**config.mk**
```make
export PLATFORM = sky130hd
export DESIGN_NAME = lcr_regs
export DESIGN_NICKNAME = d
export VERILOG_FILES = /design/src/rtl/lcr_field_split.v /design/src/rtl/lcr_regs.v
export VERILOG_INCLUDE_DIRS = /design/src /design/src/rtl
export SDC_FILE = /design/constraint.sdc
export NUM_CORES = 1
export LEC_CHECK = 0
export BUFFER_PORTS_ARGS = -buffer_cell sky130_fd_sc_hd__buf_2
export CORE_MARGIN = 2
export CORE_UTILIZATION = 50
export DETAILED_ROUTE_END_ITERATION = 10
export HOLD_SLACK_MARGIN = 0.05
export PLACE_DENSITY = 0.76
export SETUP_SLACK_MARGIN = 0.4
export SLEW_MARGIN = 20
export SYNTH_ARGS = -nofsm -noshare
export SYNTH_HDL_FRONTEND = slang
export SYNTH_SLANG_ARGS = --single-unit
```
**constraint.sdc**
```tcl
create_clock -name CORE_CLK -period 4.4 [get_ports CORE_CLK]
set_clock_uncertainty 0.05 [all_clocks]
set_input_delay 0.44 -clock CORE_CLK [delete_from_list [all_inputs] [get_ports CORE_CLK]]
set_output_delay 0.44 -clock CORE_CLK [all_outputs]
set_load 0.02 [all_outputs]
```
**src/rtl/lcr_map.vh**
```
// command codes, field positions and widths for the loop configuration register slice
`ifndef LCR_MAP_VH
`define LCR_MAP_VH
`define LCR_CMD_PART_ID 8'hAD
`define LCR_CMD_SI_REV 8'hAE
`define LCR_CMD_LOOP_COMP 8'hB1
`define LCR_CMD_STORE_ALL 8'h15
`define LCR_CMD_RESTORE_ALL 8'h16
`define LCR_LEN_PART_ID 3'd6
`define LCR_LEN_SI_REV 3'd2
`define LCR_LEN_LOOP_COMP 3'd5
`define LCR_CML_IVC_BIT 7
`define LCR_COMP_RESERVED_MASK 40'h00_0001_00CC
`define LCR_PART_ID_VALUE 48'h0000_0000_0000
`define LCR_SI_REV_VALUE 16'h0000
`endif

```
**src/rtl/lcr_field_split.v**
```verilog
// splits the applied compensation word into the loop code fields
`timescale 1ns/1ps
`default_nettype none
module lcr_field_split (
	input wire [39:0] comp,
	output wire [3:0] cur_int_cap,
	output wire cur_int_dbl,
	output wire [4:0] cur_filt_cap,
	output wire [5:0] cur_gain_res,
	output wire [3:0] volt_int_cap,
	output wire [4:0] volt_filt_cap,
	output wire [5:0] volt_gain_res,
	output wire [1:0] volt_gm,
	output wire [1:0] cur_gm
);
	// low two bits of each integrator code sit in the top pair of a higher byte
	assign cur_int_cap = {comp[25:24], comp[39:38]}; // see RL10
	assign cur_int_dbl = comp[32]; // see RL11
	assign cur_filt_cap = comp[37:33]; // see RL12
	assign cur_gain_res = comp[31:26]; // see RL13
	assign volt_int_cap = {comp[9:8], comp[23:22]}; // see RL14
	assign volt_filt_cap = comp[21:17]; // see RL15
	assign volt_gain_res = comp[15:10]; // see RL16
	assign volt_gm = comp[5:4]; // see RL17
	assign cur_gm = comp[1:0]; // see RL18
endmodule // lcr_field_split
`default_nettype wire

```
**src/rtl/lcr_regs.v**
```verilog
// command register slice: identity, revision, loop compensation and write fault
//
// Operation
// RL1: read-only write sets summary and bit seven
// RL2: such fault raises host notification
// RL3: identifier sent low byte first, six bytes
// RL4: identifier command read block only
// RL5: revision two bytes, major minor subminor
// RL6: compensation five bytes, block read/write
// RL7: compensation starts from store or strap
// RL8: writes always taken, applied only when disabled
// RL9: host stores, clears override, restores to apply
// RL10: current integrator code from 25:24,39:38
// RL11: bit 32 doubles current integrator cap
// RL12: bits 37:33 current filter cap code
// RL13: bits 31:26 current gain resistor code
// RL14: voltage integrator code from 9:8,23:22
// RL15: bits 21:17 voltage filter cap code
// RL16: bits 15:10 voltage gain resistor code
// RL17: bits 5:4 voltage transconductance code
// RL18: bits 1:0 current transconductance code
// RL19: host writes reserved bits as zero
// RL20: read returns last written value
`timescale 1ns/1ps
`default_nettype none
`include "lcr_map.vh"
module lcr_regs #(
	parameter [47:0] PART_ID = `LCR_PART_ID_VALUE, // arbitrary neutral value
	parameter [15:0] SI_REV = `LCR_SI_REV_VALUE // arbitrary neutral value
) (
	input wire CORE_CLK,
	input wire RST_B,
	input wire CMD_START,
	input wire [7:0] CMD_CODE,
	input wire CMD_IS_WRITE,
	input wire WR_BYTE_VALID,
	input wire [7:0] WR_BYTE,
	input wire CMD_END,
	input wire RD_BYTE_REQ,
	input wire CONV_ENABLE,
	input wire INIT_LOAD,
	input wire [39:0] INIT_VALUE,
	input wire RESTORE_APPLY,
	input wire CML_CLEAR,
	output reg [7:0] RD_BYTE,
	output reg [2:0] RD_LEN,
	output reg COMM_FAULT_SUMMARY,
	output reg [7:0] STATUS_CML,
	output reg HOST_NOTIFY,
	output reg [39:0] COMP_READBACK,
	output reg [3:0] CUR_INT_CAP,
	output reg CUR_INT_DBL,
	output reg [4:0] CUR_FILT_CAP,
	output reg [5:0] CUR_GAIN_RES,
	output reg [3:0] VOLT_INT_CAP,
	output reg [4:0] VOLT_FILT_CAP,
	output reg [5:0] VOLT_GAIN_RES,
	output reg [1:0] VOLT_GM,
	output reg [1:0] CUR_GM
);
	////////////////////////////////////////////////////////////////////////////////
	// helpers
	function is_read_only;
		input [7:0] code;
		begin
			is_read_only = (code == `LCR_CMD_PART_ID) || (code == `LCR_CMD_SI_REV);
		end
	endfunction

	// decode of the one read/write block command
	function is_loop_comp;
		input [7:0] code;
		begin
			is_loop_comp = (code == `LCR_CMD_LOOP_COMP);
		end
	endfunction

	// byte of a block, zero past its end so an over-read never shows unknowns
	function [7:0] pick_byte;
		input [47:0] word;
		input [2:0] idx;
		begin
			if (idx < `LCR_LEN_PART_ID)
				pick_byte = word[idx*8 +: 8];
			else
				pick_byte = 8'h00;
		end
	endfunction

	// transaction state and the two copies of the compensation word
	reg [7:0] cur_cmd;
	reg cur_write;
	reg [2:0] byte_idx;
	reg [39:0] shadow;
	reg [39:0] applied;
	reg [39:0] next_shadow;
	reg pending_end;
	reg [7:0] next_rd_byte;
	reg [2:0] next_rd_len;
	// loop code fields from the splitter, ahead of their output registers
	wire [3:0] f_cii;
	wire f_cid;
	wire [4:0] f_cfc;
	wire [5:0] f_cgr;
	wire [3:0] f_vic;
	wire [4:0] f_vfc;
	wire [5:0] f_vgr;
	wire [1:0] f_vgm;
	wire [1:0] f_cgm;
	// decoded strobes of the current transaction
	wire ivc_event;
	wire byte_step;
	wire comp_byte_wr;
	wire comp_wr_end;

	////////////////////////////////////////////////////////////////////////////////
	// command tracking: code latched at start, byte index walks the block
	always @(posedge CORE_CLK)
	begin
		if (!RST_B)
		begin
			cur_cmd <= 8'h00;
			cur_write <= 1'b0;
			byte_idx <= 3'd0;
		end
		else if (CMD_START)
		begin
			cur_cmd <= CMD_CODE;
			cur_write <= CMD_IS_WRITE;
			byte_idx <= 3'd0;
		end
		else if (byte_step && byte_idx != 3'h7)
			byte_idx <= byte_idx + 3'd1; // saturates so a long block never wraps onto byte 0
	end

	// a read-only code with write direction is refused at start
	assign ivc_event = CMD_START && CMD_IS_WRITE && is_read_only(CMD_CODE); // see RL4
	// one byte moves in the direction the transaction was opened with
	assign byte_step = (WR_BYTE_VALID && cur_write) || (RD_BYTE_REQ && !cur_write);
	// bytes past the fifth of a compensation write are dropped
	assign comp_byte_wr = WR_BYTE_VALID && cur_write && is_loop_comp(cur_cmd)
		&& byte_idx < `LCR_LEN_LOOP_COMP;
	assign comp_wr_end = CMD_END && cur_write && is_loop_comp(cur_cmd);

	////////////////////////////////////////////////////////////////////////////////
	// compensation shadow: bytes land low first, extra bytes past five dropped
	always @*
	begin
		next_shadow = shadow;
		if (comp_byte_wr)
			next_shadow[byte_idx*8 +: 8] = WR_BYTE; // see RL6
	end

	// shadow always takes writes so a read shows the last one, blocked or not
	always @(posedge CORE_CLK)
	begin
		if (!RST_B)
			shadow <= 40'h00_0000_0000;
		else if (INIT_LOAD)
			shadow <= INIT_VALUE; // see RL7
		else
			shadow <= next_shadow; // see RL20
	end

	////////////////////////////////////////////////////////////////////////////////
	// applied word: follows a finished write only while conversion is off
	// a write taken while converting waits in the shadow for a restore
	always @(posedge CORE_CLK)
	begin
		if (!RST_B)
		begin
			applied <= 40'h00_0000_0000;
			pending_end <= 1'b0;
		end
		else
		begin
			pending_end <= comp_wr_end;
			if (INIT_LOAD)
				applied <= INIT_VALUE; // see RL7
			else if (RESTORE_APPLY)
				applied <= shadow; // see RL9
			else if (pending_end && !CONV_ENABLE)
				applied <= shadow; // see RL8
		end
	end

	lcr_field_split u_split (
		.comp(applied),
		.cur_int_cap(f_cii),
		.cur_int_dbl(f_cid),
		.cur_filt_cap(f_cfc),
		.cur_gain_res(f_cgr),
		.volt_int_cap(f_vic),
		.volt_filt_cap(f_vfc),
		.volt_gain_res(f_vgr),
		.volt_gm(f_vgm),
		.cur_gm(f_cgm)
	);

	// field outputs registered so the loop sees clean levels
	// costs one cycle of lag after the applied word changes
	always @(posedge CORE_CLK)
	begin
		if (!RST_B)
		begin
			CUR_INT_CAP <= 4'h0;
			CUR_INT_DBL <= 1'b0;
			CUR_FILT_CAP <= 5'h00;
			CUR_GAIN_RES <= 6'h00;
			VOLT_INT_CAP <= 4'h0;
			VOLT_FILT_CAP <= 5'h00;
			VOLT_GAIN_RES <= 6'h00;
			VOLT_GM <= 2'h0;
			CUR_GM <= 2'h0;
			COMP_READBACK <= 40'h00_0000_0000;
		end
		else
		begin
			CUR_INT_CAP <= f_cii; // see RL10
			CUR_INT_DBL <= f_cid; // see RL11
			CUR_FILT_CAP <= f_cfc; // see RL12
			CUR_GAIN_RES <= f_cgr; // see RL13
			VOLT_INT_CAP <= f_vic; // see RL14
			VOLT_FILT_CAP <= f_vfc; // see RL15
			VOLT_GAIN_RES <= f_vgr; // see RL16
			VOLT_GM <= f_vgm; // see RL17
			CUR_GM <= f_cgm; // see RL18
			COMP_READBACK <= shadow; // see RL20
		end
	end

	////////////////////////////////////////////////////////////////////////////////
	// read path: byte 0 is bits 7:0, unknown codes read zero with length zero
	always @*
	begin
		next_rd_len = 3'h0;
		next_rd_byte = 8'h00;
		case (cur_cmd)
			`LCR_CMD_PART_ID:
			begin
				next_rd_len = `LCR_LEN_PART_ID;
				next_rd_byte = pick_byte(PART_ID, byte_idx); // see RL3
			end
			`LCR_CMD_SI_REV:
			begin
				next_rd_len = `LCR_LEN_SI_REV;
				next_rd_byte = pick_byte({32'h0000_0000, SI_REV}, byte_idx); // see RL5
			end
			`LCR_CMD_LOOP_COMP:
			begin
				next_rd_len = `LCR_LEN_LOOP_COMP;
				next_rd_byte = pick_byte({8'h00, shadow}, byte_idx); // see RL20
			end
			default:
			begin
				next_rd_len = 3'h0;
				next_rd_byte = 8'h00;
			end
		endcase
	end

	// registered so the byte a host samples never glitches while the index steps
	always @(posedge CORE_CLK)
	begin
		if (!RST_B)
		begin
			RD_BYTE <= 8'h00;
			RD_LEN <= 3'h0;
		end
		else
		begin
			RD_BYTE <= next_rd_byte;
			RD_LEN <= next_rd_len;
		end
	end

	////////////////////////////////////////////////////////////////////////////////
	// fault flags: sticky, set beats a clear in the same cycle
	always @(posedge CORE_CLK)
	begin
		if (!RST_B)
		begin
			COMM_FAULT_SUMMARY <= 1'b0;
			STATUS_CML <= 8'h00;
			HOST_NOTIFY <= 1'b0;
		end
		else
		begin
			HOST_NOTIFY <= ivc_event; // see RL2
			// a clear landing with a new fault loses, so no fault goes unseen
			if (ivc_event)
			begin
				COMM_FAULT_SUMMARY <= 1'b1; // see RL1
				STATUS_CML[`LCR_CML_IVC_BIT] <= 1'b1; // see RL1
			end
			else if (CML_CLEAR)
			begin
				COMM_FAULT_SUMMARY <= 1'b0;
				STATUS_CML <= 8'h00;
			end
		end
	end
endmodule // lcr_regs
`default_nettype wire

```
==> results.json, run 1 <==
{
  "leakage_uw": 0.00379,
  "die_w_um": 121,
  "drive_above_1_share_pct": 27.0,
  "critPathCaptureType": "flip-flop",
  "period_share_pct": 72.7,
  "root_buffer": "clkbuf_16",
  "period_minus_slack_ns": 3.20,
  "worstSetupStartpointType": "flip-flop",
  "setup_viol": 0,
  "cts-buffers-inserted": 17,
  "arrival_ns": 3.51,
  "clk_latency_ns": 0.43,
  "cap_violations": 0,
  "row_count": 42,
  "pre_cts_slack_ns": 1.25,
  "worst_slew_pin_slew_ns": 1.02,
  "core_area_mm2": 0.0133,
  "place_congestion": 0.944,
  "critPathMaxFanout": 21,
  "fmax_ghz": 0.312,
  "post-cts-setup-buffers": 0,
  "syn_inst": 666,
  "synthAdderAreaFrac_pct": 1.46,
  "via_count": 5483,
  "min_path_type": "input pin to flip-flop",
  "yosys.area_share.simple_pct": 16.9,
  "synth_top_family_by_area": "simple AND/OR/NAND/NOR gates",
  "grt_antenna_before_repair": 0,
  "status": "completed",
  "netlist_area_mm2": 0.00685,
  "hold_violations": 0,
  "antennaDiodeCount": 0,
  "cts_resized": 0,
  "finalPower_uw": 3590,
  "drt_wl_total_um": 18000,
  "drcViolationCount": 0,
  "synth_xor_area_share_pct": 0.383,
  "synth_cell_types": 52,
  "hpwlAfterDp_um": 13000,
  "wl_per_cell_um": 18.2,
  "grt_pass1_wl_um": 28200,
  "grt_overflow": 0,
  "synth-warning-count": 0,
  "vias_per_cell": 5.54,
  "cts_max_level": 4,
  "max_slew_margin_pct": 31.7,
  "die_h_um": 121,
  "synthArstFlopShare_pct": 0,
  "cts.reportedPaths.clkPinSlew_ns": 0.07,
  "synth-edff-count": 0,
  "clkSinkCount": 176,
  "rsz0062_at_grt": "false",
  "ys_seq_area_share_pct": 51.4,
  "peakVddDrop_v": 0.000231,
  "portBuffers": 155,
  "grt_pass1_vias": 5195,
  "cts_tree": "yes",
  "grt_usage_pct": 25.2,
  "areaGrowthSynthToFinish_pct": 20.8,
  "synth_compound_area_share_pct": 15.0,
  "initial_utilization_pct": 51.5,
  "syn_avg_cell_area_um2": 10.3,
  "cts_hold_buf": 0,
  "worst-setup-path-type": "flip-flop to flip-flop",
  "critPathRequiredTime_ns": 4.71,
  "setup_slack_ns": 1.20,
  "io_pins": 163,
  "synth.mux.area_fraction_pct": 9.57,
  "setup-tns-final_ns": 0,
  "nets": 876,
  "drtAntennaViolNets": 0,
  "cts_max_path_buffers": 2,
  "synthFlopType": "dfxtp_1",
  "drv_slew": 0,
  "drtIter0Drc": 475,
  "die_area_mm2": 0.0147,
  "fin_hold_ws_ns": 0.150,
  "grt_max_degree": 97,
  "detail_route.first_pass.iterations": 8,
  "synth-seq-cells": 176,
  "power_density_mw_per_mm2": 434
}
## final timing paths
check                           depth (start not counted)                     start  slack, ns                               to
worst max-delay path                                    7  byte_idx[0]$_SDFFE_PP0P_       1.20          shadow[32]$_SDFFE_PN0P_
worst max register to register                          7  byte_idx[0]$_SDFFE_PP0P_       1.20          shadow[32]$_SDFFE_PN0P_
worst min register to register                          1   applied[5]$_SDFFE_PN0P_       0.41            VOLT_GM[1]$_SDFF_PN0_
worst min-delay path                                    2                 CML_CLEAR       0.15  COMM_FAULT_SUMMARY$_SDFFE_PN0P_
## placed cells by master (no fill, tap or decap), drive strengths merged, types with 14 or more instances in the layout
| cell type | n |
|---|---|
| o21ai | 14 |
| clkbuf | 18 |
| mux2i | 43 |
| nand2 | 49 |
| dfxtp | 176 |
| a22oi | 24 |
| and2 | 68 |
| o2bb2ai | 14 |
| inv | 30 |
| a21oi | 14 |
| buf | 160 |
| nor2 | 61 |
| a22o | 15 |
| a211oi | 30 |
## sequential cells by signal, summed over array words and instances, names as in the netlist, 3 cells and up
register       cells
COMP_READBACK     40
shadow            40
applied           35
RD_BYTE            8
cur_cmd            8
CUR_GAIN_RES       6
VOLT_GAIN_RES      6
CUR_FILT_CAP       5
VOLT_FILT_CAP      5
CUR_INT_CAP        4
VOLT_INT_CAP       4
RD_LEN             3
byte_idx           3
## synthesized netlist by cell type (8+ instances only)
library cell,n,area [µm²]
and2_1,68,425
dfxtp_1,176,3520
mux2i_1,43,430
mux4_2,8,180
nand2_1,49,184
a22o_1,15,131
a211oi_1,30,225
ha_1,8,100
clkbuf_1,28,105
inv_1,23,86.3
o2bb2ai_1,14,123
buf_2,10,50.1
o21ai_0,10,50.1
a22oi_1,24,180
nor2_1,61,229
buf_4,10,75.1
a311oi_1,8,70.1
and4_1,8,70.1
a21oi_1,11,55.1
## worst max-delay path, cell delays in order (launching register included)
cell and delay [ns]:
dfxtp_1 1.00, inv_1 0.17, ha_1 0.28, ha_1 0.47, o21ai_1 0.18, nor4b_2 0.64, a22oi_1 0.16, o2bb2ai_1 0.18
## per-stage QoR
stage	std cells	utilization, %	instance area [µm²]
2_1_floorplan	672	-	6870
3_3_place_gp	958	57.7	7670
3_5_place_dp	958	57.7	7670
4_1_cts	990	62.2	8270
5_1_grt	990	62.2	8270
6_report	990	62.2	8270
## area by class of cell
type	count	area, µm²
clock buffer	18	429
clock inverter	14	179
fill	1108	5020
inverter	26	97.6
multi-input combinational	420	3010
sequential	176	3520
tap	176	220
timing repair buffer	160	813
## report_power, final
group / internal (µW) / switching (µW) / leakage [µW]
sequential: 1660 / 46.5 / 0.00144
clock: 903 / 641 / 0.000287
combinational: 134 / 204 / 0.00206
## kinds of logic (layout without fill, tap and decap cells)
kind of cell	after synthesis	in the layout
other	1	7
buffers and inverters	76	218
and+or+nand+nor	214	214
muxes	55	55
xor gates and xnor gates	3	3
DFF	176	176
adders and majority gates	8	8
AOI/OAI and AO/OA	133	133
## metal layers
layer	wire length [µm]	GRT usage (%)	part of all wire [%]
met5	0	0	0
met4	550	10.7	3.0
met1	7630	33.1	42
met2	8640	40.4	48
met3	1220	4.89	6.8
Note: power is estimated with default switching activity, not from simulation.
==> run 2: changes to the inputs <==
==> constraint.sdc (replaced) <==
create_clock -name CORE_CLK -period 3.1 [get_ports CORE_CLK]
set_clock_uncertainty 0.05 [all_clocks]
set_input_delay 0.31 -clock CORE_CLK [delete_from_list [all_inputs] [get_ports CORE_CLK]]
set_output_delay 0.31 -clock CORE_CLK [all_outputs]
set_load 0.02 [all_outputs]
==> run 2 against run 1 <==
Die area is the same. First-iteration DRC count fell by 10%. Clock power up 30%. Critical path depth shrank 1. Non-clock buffer count is 6 higher. Hold slack worse by 0.077 ns. Critical path type unchanged. Worst setup slack worse by 0.57 ns. Largest power group unchanged. Global-route usage up 0.24 points. Power up 37%.
==> results.json, run 2 (synthesized netlist as in run 1, its figures left out) <==
{
  "utilization_pct": 62.1,
  "fmax_ghz": 0.405,
  "drcViolationCount": 0,
  "reg2reg_depth": 6,
  "cp_slowest_stage_delay_ns": 0.64,
  "nets": 882,
  "clkSinkCount": 176,
  "cts_max_path_buffers": 2,
  "grt_pass1_wl_um": 28200,
  "grt_antenna_before_repair": 0,
  "pre_cts_slack_ns": 0.643,
  "period_share_pct": 79.7,
  "place_congestion": 0.865,
  "final_cell_area_mm2": 0.00826,
  "worst-setup-path-type": "flip-flop to flip-flop",
  "grt_usage_pct": 25.4,
  "arrival_ns": 2.78,
  "critPathRequiredTime_ns": 3.40,
  "setup_slack_ns": 0.629,
  "grt_max_degree": 40,
  "root_buffer": "clkbuf_16",
  "drtIter0Drc": 427,
  "post-cts-setup-buffers": 0,
  "hold_violations": 0,
  "vias_per_cell": 5.47,
  "cap_violations": 0,
  "die_w_um": 121,
  "via_count": 5453,
  "critPathCaptureType": "flip-flop",
  "core_area_mm2": 0.0133,
  "cts_max_level": 4,
  "critPathSlowestCell": "nor4b_2",
  "final_common_cell": "dfxtp_1",
  "crit_buf_inv": 1,
  "portBuffers": 155,
  "hpwlAfterDp_um": 13700,
  "status": "completed",
  "peakVddDrop_v": 0.000267,
  "areaGrowthSynthToFinish_pct": 20.6,
  "ff2ff_setup_slack_ns": 0.63,
  "worst_slew_pin_slew_ns": 0.904,
  "grt_overflow": 0,
  "path_cells": "inv_2 -> ha_1 -> o21ai_1 -> nor4b_2 -> a22oi_1 -> o2bb2ai_1",
  "detail_route.first_pass.iterations": 5,
  "die_h_um": 121,
  "io_pins": 163,
  "postPlaceCellArea_mm2": 0.00770,
  "cts-buffers-inserted": 17,
  "reg2reg_from": "byte_idx[2]$_SDFFE_PP0P_",
  "setup_viol": 0,
  "min_path_cells": 2,
  "reg2reg_to": "shadow[32]$_SDFFE_PN0P_",
  "min_path_type": "input pin to flip-flop",
  "clk_latency_ns": 0.43,
  "setup-tns-final_ns": 0,
  "cts_tree": "yes",
  "antennaDiodeCount": 0,
  "cts.reportedPaths.clkPinSlew_ns": 0.06,
  "drv_slew": 0,
  "critPathMaxFanout": 11,
  "die_area_mm2": 0.0147,
  "initial_utilization_pct": 51.5,
  "worstSetupStartpointType": "flip-flop",
  "power_density_mw_per_mm2": 594,
  "top_regs": "COMP_READBACK x40, shadow x40, applied x35",
  "final_cell_mix": "176 x dfxtp_1, 155 x buf_2, 68 x and2_1",
  "finalNonFillerCells": 996,
  "place_inst": 963,
  "grt_pass1_vias": 5317,
  "drt_wl_total_um": 18300,
  "min-delay-start": "CMD_END",
  "drive_above_1_share_pct": 27.2,
  "crit_family": "simple AND/OR/NAND/NOR gates",
  "wl_per_cell_um": 18.4,
  "rsz0062_at_grt": "false",
  "period_minus_slack_ns": 2.47,
  "drtAntennaViolNets": 0,
  "max_slew_margin_pct": 39.5,
  "leakage_uw": 0.00379,
  "row_count": 42,
  "hold-path-endpoint": "pending_end$_SDFF_PN0_"
}
-- run 2: through the flow --
step / power, µW / hold WS [ns]
floorplan: 2780 / 0.361
global placement: 2940 / 0.391
detailed placement: 2960 / 0.393
CTS: 4930 / 0.0637
global route: 5090 / 0.0730
finish: 4910 / 0.0728
-- run 2: worst max-delay path by stage --
stage | from | to | slack (ns) | cells past startpoint
6_report | byte_idx[2]$_SDFFE_PP0P_ | shadow[32]$_SDFFE_PN0P_ | 0.63 | 6
5_1_grt | byte_idx[2]$_SDFFE_PP0P_ | shadow[32]$_SDFFE_PN0P_ | 0.44 | 6
4_1_cts | byte_idx[2]$_SDFFE_PP0P_ | shadow[32]$_SDFFE_PN0P_ | 0.64 | 6
3_5_place_dp | byte_idx[2]$_SDFFE_PP0P_ | shadow[32]$_SDFFE_PN0P_ | 0.64 | 6
3_3_place_gp | byte_idx[2]$_SDFFE_PP0P_ | shadow[16]$_SDFFE_PN0P_ | 0.81 | 6
2_1_floorplan | byte_idx[1]$_SDFFE_PP0P_ | shadow[2]$_SDFFE_PN0P_ | 0.56 | 9
-- run 2: area by class of cell --
class / count / area (µm²)
fill: 1153 / 5030
inverter: 26 / 97.6
clock buffer: 20 / 437
tap: 176 / 220
timing repair buffer: 166 / 861
sequential: 176 / 3520
clock inverter: 12 / 111
multi-input combinational: 420 / 3010
-- run 2: layer usage --
metal | routed length (µm) | part of all wire [%] | GRT usage (%) | up-vias
met1 | 7880 | 43 | 31.6 | 2592
met4 | 560 | 3.1 | 11.8 | 0
met2 | 8720 | 48 | 42.0 | 207
met3 | 1180 | 6.4 | 5.40 | 40
li1 | - | - | - | 2614
met5 | 0 | 0 | 0 | -
-- run 2: what timing repair did --
| item | 4_1_cts | 5_1_grt |
|---|---|---|
| hold buffers | 1 | 0 |
| gates resized for setup | 0 | 0 |
| setup endpoints to repair | 0 | 0 |
| hold endpoints to repair | 1 | 0 |
-- run 2: power breakdown --
group | switching, µW | internal, µW | total [µW]
registers | 58.2 | 2360 | 2420
clock network | 887 | 1110 | 2000
logic | 298 | 194 | 492
==> run 3: changes to the inputs <==
==> constraint.sdc (replaced) <==
create_clock -name CORE_CLK -period 2.44 [get_ports CORE_CLK]
set_clock_uncertainty 0.05 [all_clocks]
set_input_delay 0.244 -clock CORE_CLK [delete_from_list [all_inputs] [get_ports CORE_CLK]]
set_output_delay 0.244 -clock CORE_CLK [all_outputs]
set_load 0.02 [all_outputs]
==> run 3 against run 2 <==
Clock power increased by 48%. Critical path depth increased by 2. Register-to-register slack got worse by 0.21 ns. Design area increased by 5.6%. Final cell count increased by 2.3%. Wire length decreased by 0.52%. Die area unchanged. Via count increased by 2.1%. Hold slack improved by 0.0099 ns. Sequential cell count unchanged.
==> results.json, run 3 (synthesized netlist as in run 1, its figures left out) <==
{
  "status": "completed",
  "grt_pass1_vias": 5229,
  "ff2ff_setup_slack_ns": 0.42,
  "drive_above_1_share_pct": 29.5,
  "cts_max_level": 4,
  "row_count": 42,
  "die_w_um": 121,
  "multi_input_area_mm2": 0.00312,
  "vias_per_cell": 5.46,
  "peakVddDrop_v": 0.000364,
  "root_buffer": "clkbuf_16",
  "rsz0062_at_grt": "true",
  "place_inst": 965,
  "wl_per_cell_um": 17.9,
  "io_pins": 163,
  "max_slew_margin_pct": 58.3,
  "antennaDiodeCount": 0,
  "period_share_pct": 82.8,
  "final_common_cell": "dfxtp_1",
  "crit_buf_inv": 3,
  "worstSetupStartpointType": "flip-flop",
  "power_density_mw_per_mm2": 769,
  "final_cell_mix": "173 x dfxtp_1, 155 x buf_2, 68 x and2_1",
  "finalNonFillerCells": 1019,
  "critPathCaptureType": "flip-flop",
  "areaGrowthSynthToFinish_pct": 27.3,
  "critPathSlowestCell": "dfxtp_2",
  "cpMostUsedCell": "buf_4",
  "arrival_ns": 2.28,
  "cap_violations": 0,
  "detail_route.first_pass.iterations": 5,
  "clkSinkCount": 176,
  "setup-tns-final_ns": 0,
  "core_area_mm2": 0.0133,
  "top_regs": "COMP_READBACK x40, shadow x40, applied x35",
  "min_path_type": "input pin to flip-flop",
  "drcViolationCount": 0,
  "fmax_ghz": 0.495,
  "clk_latency_ns": 0.43,
  "period_minus_slack_ns": 2.02,
  "drtIter0Drc": 315,
  "place_congestion": 0.898,
  "die_h_um": 121,
  "setup_viol": 0,
  "setup_slack_ns": 0.420,
  "finalPower_uw": 6710,
  "portBuffers": 155,
  "hpwlAfterDp_um": 13100,
  "worst-setup-path-type": "flip-flop to flip-flop",
  "leakage_uw": 0.00399,
  "cts-buffers-inserted": 17,
  "path_cells": "inv_2 -> ha_4 -> o21ai_2 -> nor4_4 -> buf_4 -> buf_4 -> and4_1 -> nor3_1",
  "die_area_mm2": 0.0147,
  "grt_usage_pct": 25.1,
  "cts_tree": "yes",
  "grt_pass1_wl_um": 28000,
  "critPathMaxFanout": 11,
  "utilization_pct": 65.6,
  "grt_overflow": 0,
  "critPathRequiredTime_ns": 2.70,
  "initial_utilization_pct": 51.5,
  "cp_slowest_stage_delay_ns": 0.42,
  "n_fill_cell": 1088,
  "drt_wl_total_um": 18300,
  "worst_slew_pin_slew_ns": 0.625,
  "layout.area.seq_mm2": 0.00353,
  "via_count": 5565,
  "pre_cts_slack_ns": 0.257,
  "cts.reportedPaths.clkPinSlew_ns": 0.07,
  "drv_slew": 0,
  "grt_antenna_before_repair": 0,
  "cts_max_path_buffers": 2,
  "crit_family": "simple AND/OR/NAND/NOR gates",
  "drtAntennaViolNets": 0,
  "nets": 906,
  "grt_max_degree": 71,
  "hold_violations": 0
}
[run 3: final timing paths]
path / from / endpoint / depth (start not counted)
hold reg to reg: applied[22]$_SDFFE_PN0P_ / VOLT_INT_CAP[0]$_SDFF_PN0_ / 1
setup reg to reg: byte_idx[2]$_SDFFE_PP0P_ / shadow[39]$_SDFFE_PN0P_ / 8
setup / recovery: byte_idx[2]$_SDFFE_PP0P_ / shadow[39]$_SDFFE_PN0P_ / 8
hold / removal: INIT_VALUE[14] / applied[14]$_SDFFE_PN0P_ / 3
[run 3: metrics by stage]
| stage | hold slack, ns | area (µm²) |
|---|---|---|
| global placement | 0.391 | 7790 |
| finish | 0.0827 | 8720 |
| CTS | 0.0720 | 8610 |
| global route | 0.0816 | 8720 |
| detailed placement | 0.393 | 7790 |
| floorplan | 0.295 | 6940 |
[run 3: where the power goes]
group,total [µW],internal [µW],switching [µW]
sequential,3070,3000,72.7
clock,2960,1870,1090
combinational,679,290,389
total,6710,5160,1550
[run 3: tightest hold or removal path, delay by kind of cell]
kind | cells | cell delay (ns)
AOI/OAI and AO/OA | 1 | 0.09
buffers and inverters | 1 | 0.10
and+or+nand+nor | 1 | 0.08
[run 3: timing repair]
action,4_1_cts,5_1_grt
hold buffers,11,0
pin swaps,2,6
setup endpoints to repair,28,37
gates cloned,0,0
gates resized for setup,7,8
buffers inserted,4,8
endpoints found under the hold margin,12,0
[run 3: metal layers]
| metal | up-vias | global-route usage (%) | wire [µm] |
|---|---|---|---|
| met5 | - | 0 | 0 |
| met4 | 0 | 9.67 | 402 |
| met3 | 28 | 4.65 | 1010 |
| met2 | 194 | 42.2 | 9070 |
| met1 | 2672 | 31.9 | 7780 |
| li1 | 2671 | - | - |
[run 3: final cells by class]
| cell class | instances | share of cell area [%] |
|---|---|---|
| well taps | 176 | 2.52 |
| inverters | 26 | 1.15 |
| clock buffers | 22 | 5.32 |
| flip-flops and latches | 176 | 40.5 |
| clock inverters | 9 | 2.07 |
| repair buffers | 190 | 12.7 |
| multi-input cells | 420 | 35.8 |
